==> src/trap_guard_pkg.sv <==
// shared constants, trap numbering and service states for the trap and stack guard
// assumes one system clock and a synchronous, active-high application reset
`default_nettype none

package trap_guard_pkg;

  // ************************************************************
  // widths and sizes
  // ************************************************************
  localparam int ADDR_W      = 24;      // linear address space
  localparam int STACK_WORDS = 32768;   // largest system stack
  localparam int STACK_BYTES = 2 * STACK_WORDS;
  localparam int TRAP_N      = 6;       // hardware trap sources
  localparam int TRAP_IDX_W  = 3;
  localparam int INT_N       = 16;      // interrupt sources
  localparam int INT_IDX_W   = 4;
  localparam int ESR_N       = 3;       // external service request pins
  localparam int GPR_N       = 16;      // registers per bank
  localparam int GPR_IDX_W   = 4;
  localparam int BANK_N      = 3;       // register banks in the context

  // ************************************************************
  // trap sources, index order is priority order (0 highest)
  // ************************************************************
  localparam int TRAP_SR0      = 0;
  localparam int TRAP_SR1      = 1;
  localparam int TRAP_STK_OVER = 2;
  localparam int TRAP_STK_UNDR = 3;
  localparam int TRAP_EXT_A    = 4;
  localparam int TRAP_EXT_B    = 5;

  // ************************************************************
  // vector table: one 4-byte entry per number
  // ************************************************************
  localparam logic [ADDR_W-1:0] VEC_BASE     = 24'h000000;
  localparam logic [7:0]        TRAP_NUM_0   = 8'h00;
  localparam logic [7:0]        INT_NUM_BASE = 8'h10;

  // ************************************************************
  // reset values
  // ************************************************************
  localparam logic [ADDR_W-1:0] CP_RESET    = 24'h00FC00;
  localparam logic [TRAP_N-1:0] FLAGS_RESET = 6'h00;

  // ************************************************************
  // service state, gray along idle -> interrupt -> trap
  // ************************************************************
  typedef enum logic [1:0] {
    SVC_IDLE = 2'b00,
    SVC_INT  = 2'b01,
    SVC_TRAP = 2'b11
  } svc_state_t;

  // byte address of a vector table entry
  function automatic logic [ADDR_W-1:0] vec_addr(input logic [7:0] num);
    vec_addr = VEC_BASE + {{(ADDR_W-10){1'b0}}, num, 2'b00};
  endfunction

endpackage

`default_nettype wire
==> src/interrupt_request_unit.sv <==
// request bits of the interrupt sources, set by hardware or by software writes
// assumes hardware requests are one-cycle pulses on the system clock
`default_nettype none

module interrupt_request_unit #(
  parameter int SRC_N = trap_guard_pkg::INT_N,
  parameter int IDX_W = trap_guard_pkg::INT_IDX_W
) (
  // clock and reset
  input  wire  logic             ref_clk,
  input  wire  logic             rst,
  // request sources
  input  wire  logic [SRC_N-1:0] hw_request,
  input  wire  logic             sw_write,
  input  wire  logic [IDX_W-1:0] sw_index,
  input  wire  logic             sw_request_bit,
  // acceptance by the arbiter
  input  wire  logic             take,
  input  wire  logic [IDX_W-1:0] take_index,
  // state
  output logic                   pending_any,
  output logic [IDX_W-1:0]       pending_index,
  output logic [SRC_N-1:0]       request_bits
);

  // ************************************************************
  // request bit update
  // ************************************************************
  logic [SRC_N-1:0] req_q;
  logic [SRC_N-1:0] req_d;
  logic [SRC_N-1:0] sw_sel;
  logic [SRC_N-1:0] take_sel;

  assign sw_sel   = sw_write ? (SRC_N'(1) << sw_index) : '0;
  assign take_sel = take ? (SRC_N'(1) << take_index) : '0;
  // a software set looks exactly like a hardware request; hardware set wins over any clear
  assign req_d = (((req_q & ~take_sel) & ~(sw_sel & {SRC_N{~sw_request_bit}}))
                 | (sw_sel & {SRC_N{sw_request_bit}})) | hw_request;

  always_ff @(posedge ref_clk) begin
    if (rst) req_q <= '0;
    else     req_q <= req_d;
  end

  // ************************************************************
  // lowest index wins
  // ************************************************************
  always_comb begin
    pending_index = '0;
    for (int i = SRC_N - 1; i >= 0; i--) begin
      if (req_q[i]) pending_index = IDX_W'(i);
    end
  end

  assign pending_any  = |req_q;
  assign request_bits = req_q;

endmodule

`default_nettype wire

==> src/trap_and_stack_guard_unit.sv <==
// exception and context logic of the processor: stack guard, trap flags,
// trap and interrupt vectoring, external service requests and context pointer
// assumes pipeline strobes are one-cycle pulses on ref_clk; service request pins are asynchronous
//
// Overview of operation
// - every push compares stack pointer with both limits, every pop with the underflow limit only
// - stack may sit anywhere, reached by pointer, at most 32 Kwords
// - each hardware trap sets its own bit in the trap flags
// - accepted hardware trap branches to its own vector entry
// - hardware trap preempts everything except a trap service of equal or higher priority
// - interrupts and event transfers do not preempt a trap service
// - trap instruction with a number enters that number's service routine
// - software setting a request bit creates a real pending request
// - three service request pins feed two trap-type system requests
// - context holds up to three banks of sixteen word registers
// - context pointer gives bank base for every register access; overlap allowed
`default_nettype none

module trap_and_stack_guard_unit #(
  parameter int ADDR_W = trap_guard_pkg::ADDR_W,
  parameter int INT_N  = trap_guard_pkg::INT_N
) (
  // clock and reset
  input  wire  logic                          ref_clk,
  input  wire  logic                          rst,
  // stack accesses from the pipeline
  input  wire  logic                          stack_push,
  input  wire  logic                          stack_pop,
  input  wire  logic [ADDR_W-1:0]             stack_top_pointer,
  input  wire  logic [ADDR_W-1:0]             stack_overflow_limit,
  input  wire  logic [ADDR_W-1:0]             stack_underflow_limit,
  // other hardware traps from the pipeline
  input  wire  logic [1:0]                    other_trap,
  // trap flags
  input  wire  logic [trap_guard_pkg::TRAP_N-1:0] trap_flag_clear,
  output logic [trap_guard_pkg::TRAP_N-1:0]   trap_flag_register,
  // external service request pins and routing
  input  wire  logic [trap_guard_pkg::ESR_N-1:0] external_service_request,
  input  wire  logic [trap_guard_pkg::ESR_N-1:0] sr_zero_select,
  input  wire  logic [trap_guard_pkg::ESR_N-1:0] sr_one_select,
  // interrupt sources
  input  wire  logic [INT_N-1:0]              int_hw_request,
  input  wire  logic [INT_N-1:0]              peripheral_event_transfer_enable,
  input  wire  logic                          icr_write,
  input  wire  logic [trap_guard_pkg::INT_IDX_W-1:0] icr_index,
  input  wire  logic                          interrupt_request_bit,
  output logic [INT_N-1:0]                    int_request_bits,
  // software trap instruction and return
  input  wire  logic                          trap_instr,
  input  wire  logic [6:0]                    trap_number,
  input  wire  logic                          service_return,
  // vectoring to the pipeline
  output logic                                vector_valid,
  output logic [ADDR_W-1:0]                   vector_addr,
  output logic                                pec_strobe,
  output logic [trap_guard_pkg::INT_IDX_W-1:0] pec_channel,
  output logic                                trap_service_active,
  // register context
  input  wire  logic                          cp_write,
  input  wire  logic [ADDR_W-1:0]             cp_value,
  input  wire  logic [trap_guard_pkg::GPR_IDX_W-1:0] gpr_index,
  output logic [ADDR_W-1:0]                   context_base_pointer,
  output logic [ADDR_W-1:0]                   gpr_address
);

  localparam int TN = trap_guard_pkg::TRAP_N;
  localparam int IW = trap_guard_pkg::INT_IDX_W;
  localparam int TW = trap_guard_pkg::TRAP_IDX_W;
  localparam int GW = trap_guard_pkg::GPR_IDX_W + 1;

  // ************************************************************
  // service request pins: two-stage sync, then edge
  // ************************************************************
  logic [2:0] esr_meta_q;
  logic [2:0] esr_sync_q;
  logic [2:0] esr_prev_q;
  logic [2:0] esr_rise;
  logic       sr_zero;
  logic       sr_one;

  always_ff @(posedge ref_clk) begin
    if (rst) begin
      esr_meta_q <= 3'h0;
      esr_sync_q <= 3'h0;
      esr_prev_q <= 3'h0;
    end else begin
      esr_meta_q <= external_service_request;
      esr_sync_q <= esr_meta_q;
      esr_prev_q <= esr_sync_q;
    end
  end

  // each pin may feed either or both system requests
  assign esr_rise = esr_sync_q & ~esr_prev_q;
  assign sr_zero  = |(esr_rise & sr_zero_select);
  assign sr_one   = |(esr_rise & sr_one_select);

  // ************************************************************
  // stack guard, stack grows downward
  // ************************************************************
  logic [ADDR_W-2:0] sp_word;
  logic [ADDR_W-2:0] ovf_word;
  logic [ADDR_W-2:0] unf_word;
  logic [ADDR_W-2:0] depth_words;
  logic              too_deep;
  logic              stk_over;
  logic              stk_under;

  // word compare only; bit 0 of a word stack is not meaningful
  assign sp_word     = stack_top_pointer[ADDR_W-1:1];
  assign ovf_word    = stack_overflow_limit[ADDR_W-1:1];
  assign unf_word    = stack_underflow_limit[ADDR_W-1:1];
  assign depth_words = unf_word - sp_word;
  // any base is allowed, but the span may not pass the largest stack
  assign too_deep    = depth_words > (ADDR_W-1)'(trap_guard_pkg::STACK_WORDS);
  assign stk_over    = stack_push & ((sp_word <= ovf_word) | too_deep);
  assign stk_under   = stack_pop & (sp_word >= unf_word);

  // ************************************************************
  // trap flags and pending traps
  // ************************************************************
  logic [TN-1:0] trap_set;
  logic [TN-1:0] flags_q;
  logic [TN-1:0] pend_q;
  logic [TN-1:0] trap_take_mask;

  assign trap_set[trap_guard_pkg::TRAP_SR0]      = sr_zero;
  assign trap_set[trap_guard_pkg::TRAP_SR1]      = sr_one;
  assign trap_set[trap_guard_pkg::TRAP_STK_OVER] = stk_over;
  assign trap_set[trap_guard_pkg::TRAP_STK_UNDR] = stk_under;
  assign trap_set[trap_guard_pkg::TRAP_EXT_A]    = other_trap[0];
  assign trap_set[trap_guard_pkg::TRAP_EXT_B]    = other_trap[1];

  // set wins over software clear so no trap goes unrecorded
  always_ff @(posedge ref_clk) begin
    if (rst) begin
      flags_q <= trap_guard_pkg::FLAGS_RESET;
      pend_q  <= '0;
    end else begin
      flags_q <= (flags_q & ~trap_flag_clear) | trap_set;
      pend_q  <= (pend_q & ~trap_take_mask) | trap_set;
    end
  end

  // ************************************************************
  // arbitration: hardware trap, then trap instruction, then interrupt
  // ************************************************************
  trap_guard_pkg::svc_state_t state_q;
  trap_guard_pkg::svc_state_t state_d;
  logic [TW-1:0] active_q;
  logic [TW-1:0] trap_idx;
  logic          trap_any;
  logic          trap_go;
  logic          instr_go;
  logic          int_go;
  logic          int_any;
  logic [IW-1:0] int_idx;
  logic          int_is_pec;

  always_comb begin
    trap_idx = '0;
    for (int i = TN - 1; i >= 0; i--) begin
      if (pend_q[i]) trap_idx = TW'(i);
    end
  end

  assign trap_any = |pend_q;
  // only a running trap of equal or higher priority holds a new one off
  assign trap_go  = trap_any & ((state_q != trap_guard_pkg::SVC_TRAP)
                   | (trap_idx < active_q));
  assign trap_take_mask = trap_go ? (TN'(1) << trap_idx) : '0;
  assign instr_go = trap_instr & ~trap_go;
  // interrupts and event transfers wait for an idle service state
  assign int_go   = int_any & ~trap_go & ~instr_go
                   & (state_q == trap_guard_pkg::SVC_IDLE);
  assign int_is_pec = peripheral_event_transfer_enable[int_idx];

  always_comb begin
    state_d = state_q;
    case (state_q)
      trap_guard_pkg::SVC_IDLE: begin
        if (trap_go)                       state_d = trap_guard_pkg::SVC_TRAP;
        else if (instr_go)                 state_d = trap_guard_pkg::SVC_INT;
        else if (int_go && !int_is_pec)    state_d = trap_guard_pkg::SVC_INT;
      end
      trap_guard_pkg::SVC_INT: begin
        if (trap_go)             state_d = trap_guard_pkg::SVC_TRAP;
        else if (service_return) state_d = trap_guard_pkg::SVC_IDLE;
      end
      trap_guard_pkg::SVC_TRAP: begin
        // single level kept: return goes back to idle unless a trap is taken in the same cycle
        if (!trap_go && service_return) state_d = trap_guard_pkg::SVC_IDLE;
      end
      default: state_d = trap_guard_pkg::SVC_IDLE;
    endcase
  end

  always_ff @(posedge ref_clk) begin
    if (rst) begin
      state_q  <= trap_guard_pkg::SVC_IDLE;
      active_q <= '0;
    end else begin
      state_q  <= state_d;
      active_q <= trap_go ? trap_idx : active_q;
    end
  end

  interrupt_request_unit #(
    .SRC_N (INT_N),
    .IDX_W (IW)
  ) u_int_req (
    .ref_clk        (ref_clk),
    .rst            (rst),
    .hw_request     (int_hw_request),
    .sw_write       (icr_write),
    .sw_index       (icr_index),
    .sw_request_bit (interrupt_request_bit),
    .take           (int_go),
    .take_index     (int_idx),
    .pending_any    (int_any),
    .pending_index  (int_idx),
    .request_bits   (int_request_bits)
  );

  // ************************************************************
  // vector outputs
  // ************************************************************
  logic [7:0]        vec_num;
  logic              vec_fire;

  assign vec_fire = trap_go | instr_go | (int_go & ~int_is_pec);
  assign vec_num  = trap_go  ? (trap_guard_pkg::TRAP_NUM_0 + {5'h00, trap_idx}) :
                    instr_go ? {1'b0, trap_number} :
                    (trap_guard_pkg::INT_NUM_BASE + {4'h0, int_idx});

  always_ff @(posedge ref_clk) begin
    if (rst) begin
      vector_valid <= 1'b0;
      vector_addr  <= '0;
      pec_strobe   <= 1'b0;
      pec_channel  <= '0;
    end else begin
      vector_valid <= vec_fire;
      vector_addr  <= vec_fire ? trap_guard_pkg::vec_addr(vec_num) : vector_addr;
      pec_strobe   <= int_go & int_is_pec;
      pec_channel  <= (int_go & int_is_pec) ? int_idx : pec_channel;
    end
  end

  assign trap_flag_register  = flags_q;
  assign trap_service_active = state_q[1];

  // ************************************************************
  // register context
  // ************************************************************
  logic [ADDR_W-1:0] cp_q;
  logic [ADDR_W-1:0] gpr_addr_d;

  // banks are just bases in RAM, so overlapping bases are legal by design
  assign gpr_addr_d = cp_q + {{(ADDR_W-GW){1'b0}}, gpr_index, 1'b0};

  // a bank is 16 words; any even base selects one of the banks
  always_ff @(posedge ref_clk) begin
    if (rst) begin
      cp_q        <= trap_guard_pkg::CP_RESET;
      gpr_address <= trap_guard_pkg::CP_RESET;
    end else begin
      cp_q        <= cp_write ? {cp_value[ADDR_W-1:1], 1'b0} : cp_q;
      gpr_address <= gpr_addr_d;
    end
  end

  assign context_base_pointer = cp_q;

endmodule

`default_nettype wire

==> config.mk <==
export PLATFORM = sky130hd
export DESIGN_NAME = trap_and_stack_guard_unit
export DESIGN_NICKNAME = d
export VERILOG_FILES = /design/src/trap_guard_pkg.sv /design/src/interrupt_request_unit.sv /design/src/trap_and_stack_guard_unit.sv
export SDC_FILE = /design/constraint.sdc
export NUM_CORES = 1
export LEC_CHECK = 0
export BUFFER_PORTS_ARGS = -buffer_cell sky130_fd_sc_hd__buf_4
export CORE_MARGIN = 2
export CORE_UTILIZATION = 49
export DETAILED_ROUTE_END_ITERATION = 7
export PLACE_DENSITY = 0.81
export SYNTH_ARGS = -nofsm -noshare
export SYNTH_HDL_FRONTEND = slang
export SYNTH_HIERARCHICAL = 1
export SYNTH_SLANG_ARGS = --single-unit
export TNS_END_PERCENT = 30
==> constraint.sdc <==
create_clock -name ref_clk -period 3.8 [get_ports ref_clk]
set_input_delay 0.19 -clock ref_clk [delete_from_list [all_inputs] [get_ports ref_clk]]
set_output_delay 0.19 -clock ref_clk [all_outputs]
set_load 0.05 [all_outputs]
# ---- After elaboration in Yosys (flattened, before gate mapping)
# Index checks and enable logic that the tools add are counted.
dict set report totals {
  reg_bits 103
  input_bits 169
  wordCells 112
}
dict set report classes {
  add_sub_neg 3
  magnitude_cmp 5
  eq_ne 6
  shifts 3
  n_mux 36
  bitwise 35
  n_reduce_logical 10
}
# cell count
set ops {}
lappend ops {{$and 16x16->16} 4}
lappend ops {{$mux 4} 16}
lappend ops {{$mux 16} 2}
lappend ops {{$not 16->16} 2}
lappend ops {{$or 16x16->16} 2}
lappend ops {{$shl 1x4->16 const A} 2}
lappend ops {{$add 24x5->24} 1}
lappend ops {{$ge 23x23->1} 1}
lappend ops {{$gt 23x16->1 const B} 1}
lappend ops {{$le 23x23->1} 1}
lappend ops {{$sub 23x23->23} 1}
lappend ops {{$mux 3} 6}
lappend ops {{$reduce_or 16->1} 1}
lappend ops {{$mux 7} 2}
lappend ops {{$and 6x6->6} 2}
lappend ops {{$mux 2} 6}
lappend ops {{$not 6->6} 2}
lappend ops {{$or 6x6->6} 2}
lappend ops {{$and 1x1->1} 9}
lappend ops {{$and 3x3->3} 3}
lappend ops {{$add 5x4->6 const A} 1}
lappend ops {{$mux 6} 1}
lappend ops {{$pmux 2 s3} 1}
lappend ops {{$reduce_or 3->1} 2}
lappend ops {{other kinds (18)} 27}

# ---- Logic depth before layout (Yosys ltp)
# Gate-level depths: netlist of run 1.
dict set report depth {
  word_depth 24
  ltp_mapped 13
  ltp_nobuf 12
}

# ---- Hierarchy
# The synthesis of run 1 kept the hierarchy.
# mod n_inst cells_each area_each_um2 seq_area_each_um2
set modules_own_cells {}
lappend modules_own_cells {trap_and_stack_guard_unit 1 688 5659.2 1701.6}
lappend modules_own_cells {interrupt_request_unit 1 124 983.4 320.3}

# ---- Worst setup path after synthesis of run 1
# No wires, ideal clock.
dict set report synth_timing {
  path_kind {flip-flop to flip-flop}
  startpoint {register u_int_req.req_q[15], in the netlist u_int_req/request_bits[15]}
  endpoint {register state_q[0]}
  arrival_time_ns 3.055
  required_ns 3.709
  slack_ns 0.654
  stages_incl_launch_ff 12
  n_path_buf 1
  synth_period_minus_slack_ns 3.146
  path_cell_list {dfxtp_1 a21oi_1 o311a_1 o22ai_1 buf_2 mux4_2 mux2_2 a21oi_2 a21o_2 nor3_1 a2bb2oi_1 a311oi_1}
}
dict set report synth_via {
  elab_chain_cells 22
  elab_cells_between_ends 26
  classes_between {eq/ne: 1; mux: 18; bitwise: 3; reduce/logical: 4}
}
# element line_no
set synth_rtl {}
lappend synth_rtl {{start: declaration} interrupt_request_unit.sv:29} ;# logic [SRC_N-1:0] req_q;
lappend synth_rtl {{start signal: assignment} interrupt_request_unit.sv:42} ;# else req_q <= req_d;
lappend synth_rtl {{$mux 4 (16 in a row)} interrupt_request_unit.sv:51} ;# if (req_q[i]) pending_index = IDX_W'(i);
lappend synth_rtl {{named net int_idx[0]} trap_and_stack_guard_unit.sv:157} ;# logic [IW-1:0] int_idx;
lappend synth_rtl {{$bmux 1 s4} trap_and_stack_guard_unit.sv:176} ;# assign int_is_pec = peripheral_event_transfer_enable[int_idx];
lappend synth_rtl {{$mux 1 (not written as such)} trap_and_stack_guard_unit.sv:176}
lappend synth_rtl {{$logic_not 1->1} trap_and_stack_guard_unit.sv:184} ;# else if (int_go && !int_is_pec) state_d = trap_guard_pkg::SVC_INT;
lappend synth_rtl {{$logic_and 1x1->1} trap_and_stack_guard_unit.sv:184}
lappend synth_rtl {{$ne 4x3->1 (no source line)} --}
lappend synth_rtl {{$reduce_and 3->1 (no source line)} --}
lappend synth_rtl {{end signal: assignment} trap_and_stack_guard_unit.sv:200} ;# state_q <= trap_guard_pkg::SVC_IDLE;
lappend synth_rtl {{end signal: assignment} trap_and_stack_guard_unit.sv:203} ;# state_q <= state_d;
lappend synth_rtl {{end: declaration} trap_and_stack_guard_unit.sv:148} ;# trap_guard_pkg::svc_state_t state_q;
# The timed path passes the listed nets, and every way through them passes these cells. The select of a mux whose other input is x is not followed.
# A chain may end at the register's enable or synchronous reset.

# ---- Worst setup path in the final report of run 1
dict set report layout_timing {
  startpoint {register u_int_req.req_q[14], in the netlist u_int_req/request_bits[14]}
  endpoint {register vector_addr[3]}
}
dict set report layout_via {
  elab_chain_cells 20
  elab_cells_between_ends 27
  classes_between {add/sub: 1; mux: 19; bitwise: 6; reduce/logical: 1}
}
# element line_no
set layout_rtl {}
lappend layout_rtl {{$mux 4 * (15 in a row)} interrupt_request_unit.sv:51}
lappend layout_rtl {{named net int_idx[1]} trap_and_stack_guard_unit.sv:157}
lappend layout_rtl {{$bmux 1 s4} trap_and_stack_guard_unit.sv:176}
lappend layout_rtl {{$mux 1 (not written as such)} trap_and_stack_guard_unit.sv:176}
lappend layout_rtl {{$not 1->1} trap_and_stack_guard_unit.sv:231} ;# assign vec_fire = trap_go | instr_go | (int_go & ~int_is_pec);
lappend layout_rtl {{$and 1x1->1} trap_and_stack_guard_unit.sv:231}
lappend layout_rtl {{$or 1x1->1} trap_and_stack_guard_unit.sv:231}
lappend layout_rtl {{end signal: assignment} trap_and_stack_guard_unit.sv:244} ;# vector_addr <= vec_fire ? trap_guard_pkg::vec_addr(vec_num) : vector_addr;
lappend layout_rtl {{end: declaration} trap_and_stack_guard_unit.sv:54} ;# output logic [ADDR_W-1:0] vector_addr,
# The timed path passes the listed nets; every way through them passes the cells marked *. The select of a mux whose other input is x is not followed.

==> results of run 1 <==
cell usage after synthesis (5+ instances only):
| master | n | area [µm²] |
|---|---|---|
| nand3_1 | 19 | 95.1 |
| xnor2_1 | 7 | 61.3 |
| xor2_1 | 13 | 114 |
| dfxtp_1 | 101 | 2020 |
| clkbuf_1 | 14 | 52.6 |
| nor2b_1 | 26 | 163 |
| nand2b_1 | 18 | 113 |
| a21oi_1 | 46 | 230 |
| mux2i_1 | 33 | 330 |
| a32oi_1 | 7 | 61.3 |
| o21ai_0 | 22 | 110 |
| inv_1 | 70 | 263 |
| and3b_1 | 8 | 70.1 |
| o21ai_1 | 10 | 50.1 |
| a21o_1 | 9 | 67.6 |
| and3_1 | 10 | 62.6 |
| nor3_1 | 20 | 100 |
| buf_4 | 19 | 143 |
| a221oi_1 | 19 | 166 |
| nor2_1 | 98 | 368 |
| a22oi_1 | 13 | 97.6 |
| ha_1 | 52 | 651 |
| nand2_1 | 53 | 199 |
| nor4_1 | 7 | 43.8 |
| a21boi_1 | 5 | 37.5 |
| nor3b_1 | 5 | 37.5 |
| nand4_1 | 12 | 75.1 |
| buf_2 | 6 | 30.0 |
state kept, by name, summed over array words and instances, names as in the netlist:
register / cells
gpr_address: 23
esr_sync_q: 3
vector_addr: 7
context_base_pointer: 23
state_q: 2
pend_q: 6
active_q: 3
trap_flag_register: 6
u_int_req/request_bits: 16
esr_meta_q: 3
esr_prev_q: 3
pec_channel: 4
vector_valid: 1
pec_strobe: 1
kinds of logic after synthesis:
family | synth area share
and+or+nand+nor | 0.226
AOI/OAI and AO/OA | 0.194
buffers and inverters | 0.0776
DFF | 0.304
adders and majority gates | 0.101
muxes | 0.0701
xor gates and xnor gates | 0.0264
other | 0.000565
stage by stage:
| step | cells | setup slack (ns) | area, µm² | power [mW] | hold WS [ns] |
|---|---|---|---|---|---|
| floorplan | 830 | 0.654 | 6710 | 1.93 | 0.307 |
| global placement | 1212 | 0.804 | 8550 | 2.26 | 0.401 |
| detailed placement | 1212 | 0.684 | 8550 | 2.27 | 0.408 |
| CTS | 1228 | 0.648 | 8860 | 3.22 | 0.0352 |
| global route | 1228 | 0.446 | 8860 | 3.37 | 0.0464 |
| finish | 1228 | 0.695 | 8860 | 3.21 | 0.0466 |
worst max-delay path: cells and delay by family, from the launching register on:
kind             cells  cell delay [ns]
AO/OA/AOI/OAI        4             1.17
flip-flops           1             0.40
multiplexers         3             0.68
AND/OR/NAND/NOR      5             0.73
layer usage:
metal,vias up,GRT usage,part of all wire
met1,3092,0.328,0.42
met3,37,0.0604,0.078
met5,-,0,0
li1,3327,-,-
met4,0,0.0901,0.023
met2,303,0.446,0.48
worst paths after layout:
check	cells after the start	slack, ns	to	startpoint
hold reg to reg	2	0.45	active_q[2]	active_q[2]
hold / removal	2	0.05	esr_meta_q[0]	external_service_request[0]
setup reg to reg	12	0.69	vector_addr[3]	u_int_req/request_bits[14]
setup / recovery	12	0.69	vector_addr[3]	u_int_req/request_bits[14]
report_power, final:
part	internal, mW	switching (mW)
Combinational	0.427	0.645
Clock	0.520	0.425
Sequential	1.13	0.0595
Total	2.08	1.13
final cells by class:
| cell class | instances | area (µm²) |
|---|---|---|
| well taps | 176 | 220 |
| multi-input cells | 615 | 4170 |
| repair buffers | 250 | 1880 |
| fillers | 1132 | 4380 |
| clock inverters | 7 | 81.3 |
| inverters | 70 | 263 |
| flip-flops and latches | 101 | 2020 |
| clock buffers | 9 | 225 |
==> results.tsv, run 1 <==
metric	value	unit
portBuffers	246	
clk_latency	0.35	ns
finClkSkew	0.0135	ns
grt_max_degree	48	
root_buffer	clkbuf_16	
cp_max_fo	10	
drive_above_1_share	0.276	
criticalPathCategory	flop to flop	
syn_inst	812	
drtPass1Iterations	5	
utilization	0.669	
antenna_cells	0	
antenna_found_initial	0	
drv_cap	0	
die_h	120	µm
critPathRequiredTime	4.03	ns
grt_pass1_vias	6364	
period_minus_slack	3.11	ns
rows	42	
grt_usage	0.263	
final.period_utilization	0.817	
layout.cells.most_common_list	buf_4, dfxtp_1, nor2_1	
yosysWarnings	6	
initial_utilization	0.502	
cts_resized	0	
cts_tree	done	
gp_congestion	0.924	
synth_seq_cells	101	
clk_path_buf_depth	2	
numCtsBuffers	9	
synth_top_flop_cell	dfxtp_1	
die_x	120	µm
leakage	4.24	nW
syn-cell-area	0.00664	mm²
synth_area_per_cell	8.18	µm²
die_area	0.0145	mm²
path_clk_slew	0.07	ns
cts.sink_count	101	
core	0.0132	mm²
rsz0062_at_grt	false	
area_growth	33.4	%
drt_wl_total	19.4	mm
avgViaCountPerCell	5.50	
startpoint_type	flop	
postCtsSetupRepairBufs	0	
htree_num_levels	3	
nets	1269	
slew_violations	0	
drtIter0Drc	514	
slowest_stage	a31oi_1	
critPathMostFrequentCell	nor2_1	
drc_errors	0	
vias	6759	
final_common_cell	buf_4	
path_cells	nor2_1 > nor3_1 > o31ai_1 > a31oi_1 > mux4_2 > mux2i_1 > nor2_1 > a21oi_2 > a21o_2 > nor2_2 > mux2i_1 > nor2_1	
min_path_type	input port to flop	
cp-end-kind	flop	
synth_seq_area_share	0.304	
ioPinCount	270	
synth_cell_types	75	
relSlewSlack	0.359	
fmax	322	MHz
cts_hold_buf	0	
crit_arrival	3.33	ns
drtAntennaViolNets	0	
fin_setup_tns	0	ns
status	completed	
setup_viol	0	
wl_per_cell	15.8	µm
vdd_ir_drop_max	0.306	mV
slowest_delay	0.74	ns
worstMarginPinSlew	0.956	ns
synth-async-reset-ratio	0	
synth_edf_count	0	
power.density	362	mW/mm²
dp_hpwl	15.4	mm
grt-ovfl-total	0	
hold_viol_final	0	
grt_pass1_wl	31.0	mm
Power figures use the tool's default switching activity.
==> run 2, diff against run 1 <==
ABC_AREA = 1   (was default)
CORE_UTILIZATION = 51   (was 49)
PLACE_DENSITY = 0.82   (was 0.81)
clock period = 3.1 ns   (was 3.8 ns; I/O delays follow)
==> run 2 against run 1 <==
- wire length increased by 7.4%
- synthesized cell count is 38% higher
- cell count grew 26%
- power rose by 28%
- critical path type unchanged
- worst setup slack worse by 0.34 ns
- sequential power increased by 23%
- register-to-register slack worse by 0.34 ns
- combinational power grew 37%
- maximum frequency grew 13%
- core utilization increased by 1.9 points
- clock skew down 0.0087 ns
- first-iteration DRC count down 8.4%
==> results.tsv, run 2 <==
metric	value	unit	change
drt_wl_total	20.9	mm	+7.4%
vdd_ir_drop_max	0.280	mV	-8.4%
drtAntennaViolNets	0		unchanged
cts_tree	done		
synth_top_flop_cell	dfxtp_1		
period_minus_slack	2.75	ns	-0.355 ns
die_area	0.0151	mm²	+4.2%
grt-busiest-layer	met2		
die_x	123	µm	+2.1%
layout.cells.most_common_list	buf_4, inv_1, nand2_1		
power.density	431	mW/mm²	+19%
finClkSkew	0.00483	ns	-0.00867 ns
min_path_type	input port to flop		
syn-cell-area	0.00721	mm²	+8.6%
whs_path_depth	3		+1
p_seq_frac	0.356		-0.015
cp_max_fo	8		-2
swShare	0.377		+0.0245
leakage	5.07	nW	+20%
drtPass1Iterations	5		unchanged
worstMarginPinSlew	1.10	ns	+0.146 ns
hold_viol_final	0		unchanged
yosys.area.top_type	dfxtp_1		
fmax	364	MHz	+13%
synth_area_per_cell	6.42	µm²	-21%
cp-end-kind	flop		
final.period_utilization	0.887		+0.0699
synth_cell_types	50		-33%
p_switching	1.54	mW	+37%
crit_arrival	2.99	ns	-0.34 ns
status	completed		
grtUsageMet3	0.0512		-0.00918
antenna_found_initial	0		unchanged
wl_per_cell	13.4	µm	-15%
synth_edf_count	0		unchanged
drv_cap	0		unchanged
p_clk_frac	0.284		-0.011
intPower	2.55	mW	+23%
relSlewSlack	0.265		-0.0949
fin_setup_tns	0	ns	unchanged
synthTopCellsByArea	dfxtp_1, inv_1, nand2_1		
clk_latency	0.35	ns	about the same
slew_violations	0		unchanged
yosys-top-cells-count	inv_1, nand2_1, a21oi_1, nor2_1, dfxtp_1		
utilization	0.688		+0.0186
synth-async-reset-ratio	0		unchanged
htree_num_levels	3		unchanged
grt_usage	0.271		+0.00786
criticalPathCategory	flop to flop		
vias	7899		+17%
avgViaCountPerCell	5.09		-7.6%
critPathRequiredTime	3.34	ns	-0.69 ns
dp_hpwl	16.9	mm	+9.4%
grtUsageMet2	0.467		+0.0205
initial_utilization	0.522		+0.0202
yosysWarnings	6		unchanged
area_growth	31.8	%	
comb_power_share	0.360		+0.026
path_clk_slew	0.07	ns	about the same
grt_pass1_wl	33.0	mm	+6.2%
grt-ovfl-total	0		unchanged
portBuffers	246		unchanged
startpoint_type	flop		
grt_max_degree	63		+31%
rows	43		+2.4%
gr-usage-met1	0.344		+0.0157
rsz0062_at_grt	false		
core	0.0138	mm²	+4.4%
yosysMostFrequentCell	inv_1		
gp_congestion	0.928		+0.38%
drc_errors	0		unchanged
root_buffer	clkbuf_16		
drive_above_1_share	0.227		-0.0484
synth_seq_area_share	0.280		-0.0241
cts.sink_count	101		unchanged
drtIter0Drc	471		-8.4%
synth_seq_cells	101		unchanged
die_h	123	µm	+2.1%
numCtsBuffers	9		unchanged
final_common_cell	buf_4		
clk_path_buf_depth	2		unchanged
setup_viol	0		unchanged
synth_top_area_frac	0.280		-0.0241
syn_inst	1123		+38%
antenna_cells	0		unchanged
nets	1590		+25%
r2r_cells	17		+5
ioPinCount	270		unchanged
grt_pass1_vias	7209		+13%
==> run 2: through the flow <==
stage | cells | setup WS [ns] | hold slack, ns | area [µm²] | total power [mW]
6_report | 1553 | 0.350 | 0.0151 | 9510 | 4.09
5_1_grt | 1553 | 0.0486 | 0.0169 | 9510 | 4.32
4_1_cts | 1549 | 0.327 | 0.00460 | 9480 | 4.10
3_5_place_dp | 1532 | 0.347 | 0.369 | 9160 | 2.94
3_3_place_gp | 1532 | 0.429 | 0.363 | 9160 | 2.91
2_1_floorplan | 1141 | 0.0605 | 0.262 | 7280 | 2.48
==> run 2: power groups by stage <==
stage / clock (mW) / combinational, mW / sequential, mW
2_1_floorplan: 0 / 0.741 / 1.74
3_3_place_gp: 0 / 1.43 / 1.48
3_5_place_dp: 0 / 1.45 / 1.49
4_1_cts: 1.18 / 1.46 / 1.46
5_1_grt: 1.23 / 1.62 / 1.47
6_report: 1.16 / 1.47 / 1.46
==> run 2: final timing paths <==
path                                                  start        endpoint  slack, ns
worst max-delay path             u_int_req/request_bits[15]  vector_addr[3]       0.35
worst min-delay path            external_service_request[2]   esr_meta_q[2]       0.02
worst max register to register   u_int_req/request_bits[15]  vector_addr[3]       0.35
worst min register to register                esr_meta_q[1]   esr_sync_q[1]       0.41
==> run 2: repair_timing <==
item | 4_1_cts | 5_1_grt
hold buffers | 1 | 0
gates resized for setup | 0 | 0
buffers inserted | 0 | 4
setup endpoints to repair | 0 | 3
hold endpoints to repair | 1 | 0
==> run 2: cells by family after synthesis <==
| kind of cell | synth area share |
|---|---|
| buf+inv | 0.151 |
| flops | 0.280 |
| other cells | 0.000520 |
| xor+xnor | 0.00607 |
| compound gates | 0.169 |
| simple gates | 0.300 |
| fa+ha+maj | 0.0930 |
==> run 2: routing by layer <==
metal / routed length, µm / up-vias
li1: - / 4076
met1: 8800 / 3450
met2: 9860 / 337
met3: 1720 / 36
met4: 505 / 0
met5: 0 / -
==> run 2: layout make-up <==
type	count	area (µm²)
Clock inverter	7	82.6
Tap cell	180	225
Inverter	230	870
Clock buffer	9	225
Multi-Input combinational cell	772	4180
Sequential cell	101	2020
Timing Repair Buffer	254	1910
Fill cell	1237	4320
==> run 2: worst max-delay path, cell delays in order, from the launching register on <==
cell	delay, ns
dfxtp_1	0.39
or2_2	0.16
nand3_1	0.08
nand3_1	0.09
nand3_1	0.07
nand3_1	0.07
a21oi_1	0.07
nor3_2	0.36
buf_4	0.25
o21ai_0	0.09
o211ai_1	0.18
o211ai_1	0.12
nand2_1	0.21
nor2_4	0.07
nor2_8	0.17
inv_4	0.07
o21ai_1	0.12
nor2_1	0.07
==> run 3, diff against run 2 <==
==> constraint.sdc (replaced) <==
create_clock -name ref_clk -period 3.1 [get_ports ref_clk]
set_input_delay 0.155 -clock ref_clk [delete_from_list [all_inputs] [get_ports ref_clk]]
set_output_delay 0.155 -clock ref_clk [all_outputs]
set_load 0.1 [all_outputs]
==> run 3 against run 2 <==
- flip-flop and latch count unchanged
- die area unchanged
- maximum frequency increased by 0.92%
- wire length increased by 2.4%
- register-to-register slack improved by 0.03 ns
- power increased by 11%
- count of clock-buffer cells in the layout unchanged
- critical path depth increased by 11
- design area increased by 0.16%
- largest power group unchanged
==> results.tsv, run 3 (synthesis gave the netlist of run 2 again) <==
metric	value	unit	change
regArea	0.00203	mm²	+0.56%
p_seq_frac	0.320		-0.036
core	0.0138	mm²	unchanged
htree_num_levels	3		unchanged
cp-end-kind	flop		
fmax	367	MHz	+0.92%
path_buf_inv	4		+2
r2r-end	vector_addr[4]		
instances_no_fill	1548		-0.32%
drtAntennaViolNets	0		unchanged
worstMarginPinSlew	1.07	ns	-0.0302 ns
comb_power_share	0.396		+0.036
drc_errors	0		unchanged
slowest_delay	0.33	ns	-0.06 ns
cp_max_fo	15		+7
r2r_start	u_int_req/request_bits[14]		
fin_setup_tns	0	ns	unchanged
min_path_type	input port to flop		
vias	8017		+1.5%
grt_max_degree	63		unchanged
wl_per_cell	13.8	µm	+2.7%
path_clk_slew	0.08	ns	about the same
vdd_ir_drop_max	0.283	mV	+1.0%
setup_viol	0		unchanged
hold_viol_final	0		unchanged
drive_above_1_share	0.233		+0.00595
drt_wl_total	21.4	mm	+2.4%
status	completed		
critPathMostFrequentCell	nand2_1		
r2r_slack	0.38	ns	+0.03 ns
cts.sink_count	101		unchanged
clk_path_buf_depth	2		unchanged
final.period_utilization	0.879		-0.00813
grt_pass1_vias	7310		+1.4%
r2r_cells	28		+11
slowest_stage	dfxtp_2		
antenna_found_initial	0		unchanged
die_x	123	µm	unchanged
grt-ovfl-total	0		unchanged
crit_family	simple AND/OR/NAND/NOR gates		
crit_arrival	3.01	ns	+0.02 ns
criticalPathCategory	flop to flop		
slew_violations	0		unchanged
critPathRequiredTime	3.39	ns	+0.05 ns
avgViaCountPerCell	5.18		+1.8%
grt_usage	0.278		+0.00710
drtIter0Drc	468		-0.64%
endpoint	vector_addr[4]		
finClkSkew	0.00683	ns	+0.00200 ns
initial_utilization	0.522		unchanged
nets	1585		-0.31%
swShare	0.422		+0.0449
portBuffers	246		unchanged
root_buffer	clkbuf_16		
crit_start	u_int_req/request_bits[14]		
layout.cells.most_common_list	buf_4, inv_1, nand2_1		
final_common_cell	buf_4		
cts_hold_buf	0		-1
p_switching	1.93	mW	+25%
ioPinCount	270		unchanged
dp_hpwl	17.0	mm	+0.95%
antenna_cells	0		unchanged
numCtsBuffers	9		unchanged
die_h	123	µm	unchanged
gp_congestion	0.927		about the same
power.density	479	mW/mm²	+11%
p_clk_frac	0.283		about the same
multi_input_area	0.00418	mm²	+0.18%
grt_pass1_wl	33.8	mm	+2.6%
leakage	5.06	nW	-0.20%
area_growth	32.0	%	
nFillCells	1252		+1.2%
dpl.cell_count	1532		unchanged
rows	43		unchanged
drv_cap	0		unchanged
startpoint_type	flop		
cts_tree	done		
period_minus_slack	2.72	ns	-0.0252 ns
utilization	0.689		+0.00109
clk_latency	0.36	ns	about the same
path_depth	28		+11
intPower	2.64	mW	+3.4%
rsz0062_at_grt	false		
relSlewSlack	0.285		+0.0202
drtPass1Iterations	5		unchanged
die_area	0.0151	mm²	unchanged
==> run 3: worst min-delay path: stages <==
cell,delay [ns]
buf_4,0.08
inv_1,0.03
nor2_1,0.07
==> run 3: what timing repair did <==
action                                  4_1_cts  5_1_grt
endpoints found under the setup margin        0        4
gates resized for setup                       0        3
hold endpoints to repair                      0        0
setup buffers                                 0        0
==> run 3: per-stage QoR <==
stage	worst slack (ns)	hold WS, ns	instance area, µm²	total power [mW]
floorplan	0.0241	0.262	7290	2.82
global placement	0.409	0.360	9170	3.25
detailed placement	0.377	0.382	9170	3.28
CTS	0.342	0.00954	9510	4.57
global route	0.0223	0.0182	9520	4.79
finish	0.375	0.0132	9520	4.56
==> run 3: cell type report <==
class,count,share of cell area
flip-flops and latches,101,0.213
inverters,230,0.0913
well taps,180,0.0236
clock buffers,9,0.0236
clock inverters,7,0.0121
repair buffers,249,0.197
multi-input cells,772,0.439
==> run 3: metal layers <==
layer,up-vias,track usage,wire length (µm)
li1,4066,-,-
met1,3616,0.351,9050
met2,294,0.474,10100
met3,41,0.0572,1620
met4,0,0.0884,557
met5,-,0,0
==> run 3: worst min path at each step <==
| stage | start | to | slack [ns] | depth (start not counted) |
|---|---|---|---|---|
| after detailed placement | external_service_request[2] | esr_meta_q[2] | 0.38 | 3 |
| after CTS | cp_value[14] | context_base_pointer[14] | 0.01 | 3 |
| after global routing | cp_value[14] | context_base_pointer[14] | 0.02 | 3 |
| after floorplan | external_service_request[0] | esr_meta_q[0] | 0.26 | 2 |
| final | external_service_request[0] | esr_meta_q[0] | 0.01 | 3 |
| after global placement | external_service_request[0] | esr_meta_q[0] | 0.36 | 3 |
==> run 3: power groups by stage <==
stage	logic, mW	registers, mW	clock network (mW)
after floorplan	0.792	2.03	0
after global placement	1.77	1.49	0
after detailed placement	1.79	1.49	0
after CTS	1.80	1.46	1.31
after global routing	1.96	1.47	1.36
final	1.81	1.46	1.29
